<file path="src/pkg/ilm_regs.svh">
/*
 * Register map, field positions and reset values of the interrupt
 * level mapping block.
 * Assumes inclusion by bare name from the package and design files.
 */
`ifndef ILM_REGS_SVH
`define ILM_REGS_SVH

// ----------------------------------------------------------------
// Register byte addresses
// ----------------------------------------------------------------
`define ILM_LEVEL_MAP_TWO_ADDR   32'hFFF4007C
`define ILM_LEVEL_MAP_THREE_ADDR 32'hFFF40080
`define ILM_LEVEL_MAP_FOUR_ADDR  32'hFFF40084

// ----------------------------------------------------------------
// Byte lanes and fields inside a lane
// ----------------------------------------------------------------
`define ILM_LANE0_LSB 0
`define ILM_LANE1_LSB 8
`define ILM_LANE2_LSB 16
`define ILM_LANE3_LSB 24
`define ILM_LO_LSB    0
`define ILM_HI_LSB    4

// ----------------------------------------------------------------
// Reset values and sizes
// ----------------------------------------------------------------
`define ILM_LEVEL_RST 3'h0
`define ILM_RDATA_RST 32'h0000_0000
`define ILM_NUM_SRC   13

`endif

</file>
<file path="src/pkg/ilm_pkg.sv">
/*
 * Types and helpers shared by the interrupt level mapping block.
 * Assumes ilm_regs.svh on the include path.
 */
`include "ilm_regs.svh"

package ilm_pkg;

    typedef logic [2:0] ilm_level_t;

    // Source index order of the priority encoder
    typedef enum logic [3:0] {
        ILM_SRC_SIG0  = 4'h0,
        ILM_SRC_SIG1  = 4'h1,
        ILM_SRC_LM0   = 4'h2,
        ILM_SRC_LM1   = 4'h3,
        ILM_SRC_SW0   = 4'h4,
        ILM_SRC_SW1   = 4'h5,
        ILM_SRC_SW2   = 4'h6,
        ILM_SRC_SW3   = 4'h7,
        ILM_SRC_SW4   = 4'h8,
        ILM_SRC_SW5   = 4'h9,
        ILM_SRC_SW6   = 4'hA,
        ILM_SRC_SW7   = 4'hB,
        ILM_SRC_VIRQ7 = 4'hC
    } ilm_src_t;

    // Lane image: unused bits 7 and 3 read as zero
    function automatic logic [7:0] ilm_lane_image(input ilm_level_t hi, input ilm_level_t lo);
        ilm_lane_image = {1'b0, hi, 1'b0, lo};
    endfunction

    // Address compare used by every register select
    function automatic logic ilm_hit(input logic [31:0] addr, input logic [31:0] reg_addr);
        ilm_hit = (addr == reg_addr);
    endfunction

endpackage

</file>
<file path="src/hdl/ilm_lane.sv">
/*
 * One byte lane of a level register: two 3-bit level fields.
 * Assumes a one-cycle write strobe already decoded for this lane.
 */
`timescale 1ns/1ns
`include "ilm_regs.svh"

module ilm_lane (
    input  wire logic                clk,
    input  wire logic                arst_n,
    input  wire logic                wr_en,
    input  wire logic [7:0]          wdata,
    output ilm_pkg::ilm_level_t      lo_level,
    output ilm_pkg::ilm_level_t      hi_level,
    output logic [7:0]               rdata
);
    import ilm_pkg::*;

    wire ilm_level_t next_lo = wdata[`ILM_LO_LSB +: 3];
    wire ilm_level_t next_hi = wdata[`ILM_HI_LSB +: 3];

    always_ff @(posedge clk or negedge arst_n) begin
        if (!arst_n) begin
            lo_level <= `ILM_LEVEL_RST;
            hi_level <= `ILM_LEVEL_RST;
        end else if (wr_en) begin
            lo_level <= next_lo;
            hi_level <= next_hi;
        end
    end

    assign rdata = ilm_lane_image(hi_level, lo_level);

endmodule

</file>
<file path="src/hdl/ilm_prio_enc.sv">
/*
 * Combinational priority encoder over the mapped sources.
 * Assumes pending and enable inputs are synchronous to the clock.
 */
`timescale 1ns/1ns
`include "ilm_regs.svh"

module ilm_prio_enc (
    input  ilm_pkg::ilm_level_t [`ILM_NUM_SRC-1:0] levels,
    input  wire logic [`ILM_NUM_SRC-1:0]           pending,
    input  wire logic [`ILM_NUM_SRC-1:0]           enable,
    output ilm_pkg::ilm_level_t                    best_level,
    output logic [3:0]                             best_source
);
    import ilm_pkg::*;

    always_comb begin
        best_level  = `ILM_LEVEL_RST;
        best_source = 4'h0;
        for (int i = 0; i < `ILM_NUM_SRC; i++) begin
            // Strict compare: lowest index wins a tie
            if (pending[i] && enable[i] && (levels[i] > best_level)) begin
                best_level  = levels[i];
                best_source = 4'(i);
            end
        end
    end

endmodule

</file>
<file path="src/hdl/ilm_top.sv">
/*
 * Interrupt level mapping registers of the local bus interrupter:
 * level fields for signal, location monitor, software and backplane
 * IRQ7 sources, and the priority encoder toward the local processor.
 * Assumes a plain register port synchronous to CLK_SYS, with read
 * data returned in the cycle after the read strobe.
 */
// The implementer's own choice: the strobed register port.
// Notes on behaviour
// Second level register bits 15..8 hold the signal zero and one levels, read/write.
// Second level register bits 7..0 hold the location monitor zero and one levels.
// Third level register bits 31..24 hold software interrupt six and seven levels.
// Third level register bits 23..16 hold software interrupt four and five levels.
// Third level register bits 15..8 hold software interrupt two and three levels.
// Third level register bits 7..0 hold software interrupt zero and one levels.
// Fourth level register bits 31..24 route backplane IRQ7 to any local level.
// The spare field beside the IRQ7 field is storage only and drives no source.
// Each lane uses six of eight bits as two 3-bit fields; the rest read zero.
// All fields clear on reset, and level zero keeps its source from interrupting.
// Each field but the spare feeds the priority encoder, which asserts the chosen level one to seven.
`timescale 1ns/1ns
`include "ilm_regs.svh"

module ilm_top (
    input  wire logic                    CLK_SYS,
    input  wire logic                    ARST_N,
    input  wire logic [31:0]             REG_ADDR,
    input  wire logic [31:0]             REG_WDATA,
    input  wire logic                    REG_WR,
    input  wire logic                    REG_RD,
    output logic [31:0]                  REG_RDATA,
    input  wire logic [`ILM_NUM_SRC-1:0] SRC_PENDING,
    input  wire logic [`ILM_NUM_SRC-1:0] SRC_ENABLE,
    output ilm_pkg::ilm_level_t          SIGNAL_ZERO_PRIORITY,
    output ilm_pkg::ilm_level_t          SIGNAL_ONE_PRIORITY,
    output ilm_pkg::ilm_level_t          LOCATION_MONITOR_ZERO_PRIORITY,
    output ilm_pkg::ilm_level_t          LOCATION_MONITOR_ONE_PRIORITY,
    output ilm_pkg::ilm_level_t          SOFT_IRQ_ZERO_PRIORITY,
    output ilm_pkg::ilm_level_t          SOFT_IRQ_ONE_PRIORITY,
    output ilm_pkg::ilm_level_t          SOFT_IRQ_TWO_PRIORITY,
    output ilm_pkg::ilm_level_t          SOFT_IRQ_THREE_PRIORITY,
    output ilm_pkg::ilm_level_t          SOFT_IRQ_FOUR_PRIORITY,
    output ilm_pkg::ilm_level_t          SOFT_IRQ_FIVE_PRIORITY,
    output ilm_pkg::ilm_level_t          SOFT_IRQ_SIX_PRIORITY,
    output ilm_pkg::ilm_level_t          SOFT_IRQ_SEVEN_PRIORITY,
    output ilm_pkg::ilm_level_t          BACKPLANE_IRQ_SEVEN_PRIORITY,
    output ilm_pkg::ilm_level_t          IRQ_LEVEL,
    output logic [3:0]                   IRQ_SOURCE,
    output logic                         IRQ_REQUEST
);
    import ilm_pkg::*;

    // ------------------------------------------------------------
    // Register select
    // ------------------------------------------------------------
    wire logic hit_two   = ilm_hit(REG_ADDR, `ILM_LEVEL_MAP_TWO_ADDR);
    wire logic hit_three = ilm_hit(REG_ADDR, `ILM_LEVEL_MAP_THREE_ADDR);
    wire logic hit_four  = ilm_hit(REG_ADDR, `ILM_LEVEL_MAP_FOUR_ADDR);

    wire logic wr_two    = REG_WR && hit_two;
    wire logic wr_three  = REG_WR && hit_three;
    wire logic wr_four   = REG_WR && hit_four;

    // ------------------------------------------------------------
    // Level fields
    // ------------------------------------------------------------
    ilm_level_t lm0_lvl;
    ilm_level_t lm1_lvl;
    ilm_level_t sig0_lvl;
    ilm_level_t sig1_lvl;
    ilm_level_t sw_lvl [8];
    ilm_level_t virq7_lvl;
    ilm_level_t spare_lvl;

    logic [7:0] two_lane0;
    logic [7:0] two_lane1;
    logic [7:0] three_lane0;
    logic [7:0] three_lane1;
    logic [7:0] three_lane2;
    logic [7:0] three_lane3;
    logic [7:0] four_lane3;

    // location monitor lane
    ilm_lane u_two_lane0 (
        .clk      (CLK_SYS),
        .arst_n   (ARST_N),
        .wr_en    (wr_two),
        .wdata    (REG_WDATA[`ILM_LANE0_LSB +: 8]),
        .lo_level (lm0_lvl),
        .hi_level (lm1_lvl),
        .rdata    (two_lane0)
    );

    // signal level lane
    ilm_lane u_two_lane1 (
        .clk      (CLK_SYS),
        .arst_n   (ARST_N),
        .wr_en    (wr_two),
        .wdata    (REG_WDATA[`ILM_LANE1_LSB +: 8]),
        .lo_level (sig0_lvl),
        .hi_level (sig1_lvl),
        .rdata    (two_lane1)
    );

    // software zero/one lane
    ilm_lane u_three_lane0 (
        .clk      (CLK_SYS),
        .arst_n   (ARST_N),
        .wr_en    (wr_three),
        .wdata    (REG_WDATA[`ILM_LANE0_LSB +: 8]),
        .lo_level (sw_lvl[0]),
        .hi_level (sw_lvl[1]),
        .rdata    (three_lane0)
    );

    // software two/three lane
    ilm_lane u_three_lane1 (
        .clk      (CLK_SYS),
        .arst_n   (ARST_N),
        .wr_en    (wr_three),
        .wdata    (REG_WDATA[`ILM_LANE1_LSB +: 8]),
        .lo_level (sw_lvl[2]),
        .hi_level (sw_lvl[3]),
        .rdata    (three_lane1)
    );

    // software four/five lane
    ilm_lane u_three_lane2 (
        .clk      (CLK_SYS),
        .arst_n   (ARST_N),
        .wr_en    (wr_three),
        .wdata    (REG_WDATA[`ILM_LANE2_LSB +: 8]),
        .lo_level (sw_lvl[4]),
        .hi_level (sw_lvl[5]),
        .rdata    (three_lane2)
    );

    // software six/seven lane
    ilm_lane u_three_lane3 (
        .clk      (CLK_SYS),
        .arst_n   (ARST_N),
        .wr_en    (wr_three),
        .wdata    (REG_WDATA[`ILM_LANE3_LSB +: 8]),
        .lo_level (sw_lvl[6]),
        .hi_level (sw_lvl[7]),
        .rdata    (three_lane3)
    );

    // backplane IRQ7 lane, spare in upper field
    // spare field kept for readback only
    ilm_lane u_four_lane3 (
        .clk      (CLK_SYS),
        .arst_n   (ARST_N),
        .wr_en    (wr_four),
        .wdata    (REG_WDATA[`ILM_LANE3_LSB +: 8]),
        .lo_level (virq7_lvl),
        .hi_level (spare_lvl),
        .rdata    (four_lane3)
    );

    // ------------------------------------------------------------
    // Read path
    // ------------------------------------------------------------
    // Lanes owned by other level sources read as zero here
    // unused lane bits zero
    wire logic [31:0] img_two   = {16'h0000, two_lane1, two_lane0};
    wire logic [31:0] img_three = {three_lane3, three_lane2, three_lane1, three_lane0};
    wire logic [31:0] img_four  = {four_lane3, 24'h00_0000};

    wire logic [31:0] rd_sel = hit_two   ? img_two   :
                               hit_three ? img_three :
                               hit_four  ? img_four  : `ILM_RDATA_RST;

    // Data stands only in the cycle after the strobe
    wire logic [31:0] next_rdata = REG_RD ? rd_sel : `ILM_RDATA_RST;

    always_ff @(posedge CLK_SYS or negedge ARST_N) begin
        if (!ARST_N) begin
            REG_RDATA <= `ILM_RDATA_RST;
        end else begin
            REG_RDATA <= next_rdata;
        end
    end

    // ------------------------------------------------------------
    // Per-source level outputs
    // ------------------------------------------------------------
    assign SIGNAL_ZERO_PRIORITY           = sig0_lvl;
    assign SIGNAL_ONE_PRIORITY            = sig1_lvl;
    assign LOCATION_MONITOR_ZERO_PRIORITY = lm0_lvl;
    assign LOCATION_MONITOR_ONE_PRIORITY  = lm1_lvl;
    assign SOFT_IRQ_ZERO_PRIORITY         = sw_lvl[0];
    assign SOFT_IRQ_ONE_PRIORITY          = sw_lvl[1];
    assign SOFT_IRQ_TWO_PRIORITY          = sw_lvl[2];
    assign SOFT_IRQ_THREE_PRIORITY        = sw_lvl[3];
    assign SOFT_IRQ_FOUR_PRIORITY         = sw_lvl[4];
    assign SOFT_IRQ_FIVE_PRIORITY         = sw_lvl[5];
    assign SOFT_IRQ_SIX_PRIORITY          = sw_lvl[6];
    assign SOFT_IRQ_SEVEN_PRIORITY        = sw_lvl[7];
    assign BACKPLANE_IRQ_SEVEN_PRIORITY   = virq7_lvl;

    // ------------------------------------------------------------
    // Priority encoding
    // ------------------------------------------------------------
    ilm_level_t [`ILM_NUM_SRC-1:0] src_levels;

    // fields into encoder
    assign src_levels[ILM_SRC_SIG0]  = sig0_lvl;
    assign src_levels[ILM_SRC_SIG1]  = sig1_lvl;
    assign src_levels[ILM_SRC_LM0]   = lm0_lvl;
    assign src_levels[ILM_SRC_LM1]   = lm1_lvl;
    assign src_levels[ILM_SRC_SW0]   = sw_lvl[0];
    assign src_levels[ILM_SRC_SW1]   = sw_lvl[1];
    assign src_levels[ILM_SRC_SW2]   = sw_lvl[2];
    assign src_levels[ILM_SRC_SW3]   = sw_lvl[3];
    assign src_levels[ILM_SRC_SW4]   = sw_lvl[4];
    assign src_levels[ILM_SRC_SW5]   = sw_lvl[5];
    assign src_levels[ILM_SRC_SW6]   = sw_lvl[6];
    assign src_levels[ILM_SRC_SW7]   = sw_lvl[7];
    assign src_levels[ILM_SRC_VIRQ7] = virq7_lvl;

    ilm_level_t enc_level;
    logic [3:0] enc_source;

    ilm_prio_enc u_enc (
        .levels      (src_levels),
        .pending     (SRC_PENDING),
        .enable      (SRC_ENABLE),
        .best_level  (enc_level),
        .best_source (enc_source)
    );

    // level zero never requests
    wire logic next_request = (enc_level != `ILM_LEVEL_RST);

    // Registered so the processor sees a glitch-free level
    always_ff @(posedge CLK_SYS or negedge ARST_N) begin
        if (!ARST_N) begin
            IRQ_LEVEL   <= `ILM_LEVEL_RST;
            IRQ_SOURCE  <= 4'h0;
            IRQ_REQUEST <= 1'b0;
        end else begin
            IRQ_LEVEL   <= enc_level;
            IRQ_SOURCE  <= enc_source;
            IRQ_REQUEST <= next_request;
        end
    end

endmodule

</file>
<file path="config.mk">
export PLATFORM = sky130hd
export DESIGN_NAME = ilm_top
export DESIGN_NICKNAME = d
export VERILOG_FILES = /design/src/pkg/ilm_pkg.sv /design/src/hdl/ilm_lane.sv /design/src/hdl/ilm_prio_enc.sv /design/src/hdl/ilm_top.sv
export VERILOG_INCLUDE_DIRS = /design/src /design/src/pkg
export SDC_FILE = /design/constraint.sdc
export NUM_CORES = 1
export LEC_CHECK = 0
export ABC_AREA = 1
export BUFFER_PORTS_ARGS = -buffer_cell sky130_fd_sc_hd__buf_2
export CAP_MARGIN = 30
export CORE_ASPECT_RATIO = 0.9
export CORE_UTILIZATION = 50
export DETAILED_ROUTE_END_ITERATION = 10
export HOLD_SLACK_MARGIN = 0.08
export PLACE_DENSITY = 0.78
export SETUP_SLACK_MARGIN = 0.1
export SLEW_MARGIN = 20
export SYNTH_ARGS = -nofsm -noshare
export SYNTH_HDL_FRONTEND = slang
export SYNTH_HIERARCHICAL = 1
export SYNTH_SLANG_ARGS = --single-unit
export TNS_END_PERCENT = 20
</file>
<file path="constraint.sdc">
create_clock -name CLK_SYS -period 18.8 [get_ports CLK_SYS]
set_input_delay 1.88 -clock CLK_SYS [delete_from_list [all_inputs] [get_ports CLK_SYS]]
set_output_delay 1.88 -clock CLK_SYS [all_outputs]
set_load 0.1 [all_outputs]
</file>
==> results.ini <==
[final_layout]
drive_above_1_share=0.306
nets=1005
seq_area_um2=2050
top_register=REG_RDATA
largest_reg_flops=32
multi_input_area_um2=2720
reg_top3=REG_RDATA x32, IRQ_SOURCE x4
areaGrowthSynthToFinish_pct=16.0
fin_util=0.598
antenna_cells=0
fillers=1033

[yosys]
synth_edf_count=0
avgSynthCellArea_um2=7.22
synthFlopType=dfrtp_1
ys_top_cells_by_count=nand2_1, dfrtp_1, inv_1, nand3_1, buf_4
synth.area.top_cells=dfrtp_1, nand2_1, buf_4, nand3_1, inv_1
yosysUniqueCellTypes=40
yosys.area.top_type=dfrtp_1
async_reset_ff_frac=1.00
synth.most_common_cell=nand2_1
yosysSeqAreaShare=0.369
ys_warn_count=6
ys_seq_elements=82
synthCells=771
yosysTopAreaCellShare=0.369
synth_area_um2=5570

[detailed_routing]
ant_nets=0
vias=5028
via_per_inst=4.87
drt_iter0_drc=217
remaining_drc_errors=0
wire_per_inst_um=13.2
drtPass1Iterations=7
wirelength_um=13700

[critical_path]
crit_type=in -> reg
crit_fanout=8
startpoint=SRC_PENDING[0]
critical_path.slowest_cell=or2_2
critPathArrivalTime_ps=14880
r2r_end=IRQ_REQUEST
rr_startpoint=u_two_lane1/lo_level[2]
ff2ff_setup_slack_ps=5350
cp-start-kind=input port
max_stage_delay_ps=300
crit_path_end_kind=register
cp_num_cells=89
cpMostUsedCell=ha_1
cp.required_ps=19020
reg2reg_depth=88
critPathTopFamily=simple AND/OR/NAND/NOR gates
crit_end=IRQ_REQUEST
path_buf_inv=6

[timing]
fmax_mhz=68.2
final-setup-viol-count=0
final_max_slew_viol_count=0
layout_min_cycle_time_ps=14660
rsz0062_at_grt=false
layout_setup_ws_ps=4140
hold_ws_ps=488
finalSetupTns_ps=0
max_slew_margin=0.444
skew_ps=5.42
finalHoldViolCount=0
fin_crit_sh=0.780
worstMarginPinSlew_ps=833

[clocking]
hold_buffers=0
clk_pin_slew_ps=70
clkSinkCount=82
cts.path.max_buffers=2
numCtsBuffers=9
cts_tree=done
clkLatencyLatePin_ps=340
cts_resized=0
htreeDepth=3
root_buffer=clkbuf_16
cts_setup_buffers=0

[worst_hold_path]
hp-class=reg -> reg

[place]
post-place-ws_ps=3840
dpl.hpwl_um=10300
port_buffers=164
place.gp.congestion=0.846

[global_routing]
grt_max_degree=44
grt_use_total=0.248
overflow=0
grt_antenna_before_repair=1
grt_pass1_vias=4701
grt_pass1_wl_um=22200

[floorplan]
initial_core_util=0.515
fp.coreArea_um2=10800
pin_count=173
dieHeight_um=102
dieArea_um2=11600
core.rowCount=36
die_x_um=113

[flow_run]
cap_violations=0

[power_and_ir_drop]
p_int_uw=276
seq_power_share=0.482
clock_power_share=0.456
combPwrFrac=0.062
sw_frac_of_total=0.246
p_switching_uw=89.9
vdd_drop_max_mv=0.0488
leakagePower_uw=0.00378
power.density_nw_per_um2=56.6

[run_status]
status=completed

-- cell type report --
class,instances,share of cell area
flip-flops and latches,82,0.318
inverters,90,0.0527
clock inverters,7,0.00813
multi-input cells,541,0.422
repair buffers,170,0.139
clock buffers,9,0.0349
well taps,133,0.0258
-- power by group through the flow --
| stage | Clock (uW) | Combinational (uW) | Sequential [uW] |
|---|---|---|---|
| after global placement | 0 | 21.3 | 180 |
| after detailed placement | 0 | 23.0 | 180 |
| final | 167 | 22.7 | 176 |
| after global routing | 178 | 25.6 | 176 |
| after CTS | 169 | 23.0 | 176 |
| after floorplan | 0 | 9.13 | 180 |
-- through the flow --
| stage | area [um2] | std cells | power [uW] |
|---|---|---|---|
| floorplan | 5590 | 778 | 189 |
| global placement | 6140 | 1014 | 201 |
| detailed placement | 6180 | 1016 | 203 |
| CTS | 6460 | 1032 | 369 |
| global route | 6460 | 1032 | 380 |
| finish | 6460 | 1032 | 366 |
-- metal layers --
metal / routed length, um / vias to the layer above / track usage / part of all wire
met1: 6190 / 2268 / 0.331 / 0.45
met3: 899 / 17 / 0.0380 / 0.066
met2: 6310 / 152 / 0.411 / 0.46
met4: 245 / 0 / 0.0951 / 0.018
met5: 0 / - / 0 / 0
li1: - / 2591 / - / -
-- kinds of logic (layout without fill, tap and decap cells) --
| family | Yosys count | in the layout | share of synthesized area |
|---|---|---|---|
| adder cells (fa/ha/maj) | 17 | 17 | 0.0382 |
| AO/OA/AOI/OAI | 59 | 59 | 0.0622 |
| other | 7 | 14 | 0.00472 |
| flip-flops | 82 | 82 | 0.369 |
| AND/OR/NAND/NOR | 451 | 451 | 0.378 |
| buffers and inverters | 155 | 276 | 0.148 |
-- worst register-to-register path: cells and delay by family (launching register included) --
family                   cells  cell delay [ps]
AND/OR/NAND/NOR             57             6280
adder cells (fa/ha/maj)     12             3330
buffers and inverters        4              460
AO/OA/AOI/OAI               15             2890
flip-flops                   1              420
-- layout by cell type (no fill, tap or decap), types with 2 or more instances in the layout --
master / synthesis / final
o21a_1: 2 / 2
nor2_4: 2 / 2
nor2_1: 44 / 44
nand3_2: 14 / 14
ha_1: 17 / 17
inv_2: 17 / 17
clkinv_2: 0 / 2
nand2_1: 265 / 265
clkbuf_16: 0 / 9
inv_6: 0 / 2
a21oi_1: 32 / 32
buf_2: 2 / 163
nor2_2: 3 / 3
nand2_4: 9 / 9
o21ai_0: 11 / 11
nand2_2: 27 / 27
conb_1: 7 / 14
or2_2: 5 / 5
nand3_4: 2 / 2
nand4_1: 4 / 4
o21ai_1: 3 / 3
a21oi_2: 4 / 4
inv_1: 72 / 72
dfrtp_1: 82 / 82
and2_1: 2 / 2
buf_4: 57 / 5
clkinv_4: 0 / 2
nand3_1: 66 / 66
nor3_1: 3 / 2
-- worst min path at each step --
stage | from | endpoint | slack, ps | depth (start not counted)
6_report | u_four_lane3/hi_level[1] | u_four_lane3/hi_level[1] | 490 | 2
5_1_grt | u_four_lane3/hi_level[1] | u_four_lane3/hi_level[1] | 510 | 2
4_1_cts | u_four_lane3/hi_level[0] | u_four_lane3/hi_level[0] | 480 | 2
3_5_place_dp | u_four_lane3/hi_level[2] | u_four_lane3/hi_level[2] | 460 | 2
3_3_place_gp | u_four_lane3/hi_level[2] | u_four_lane3/hi_level[2] | 460 | 2
2_1_floorplan | u_four_lane3/hi_level[0] | u_four_lane3/hi_level[0] | 440 | 2
(Power assumes the default switching activity.)
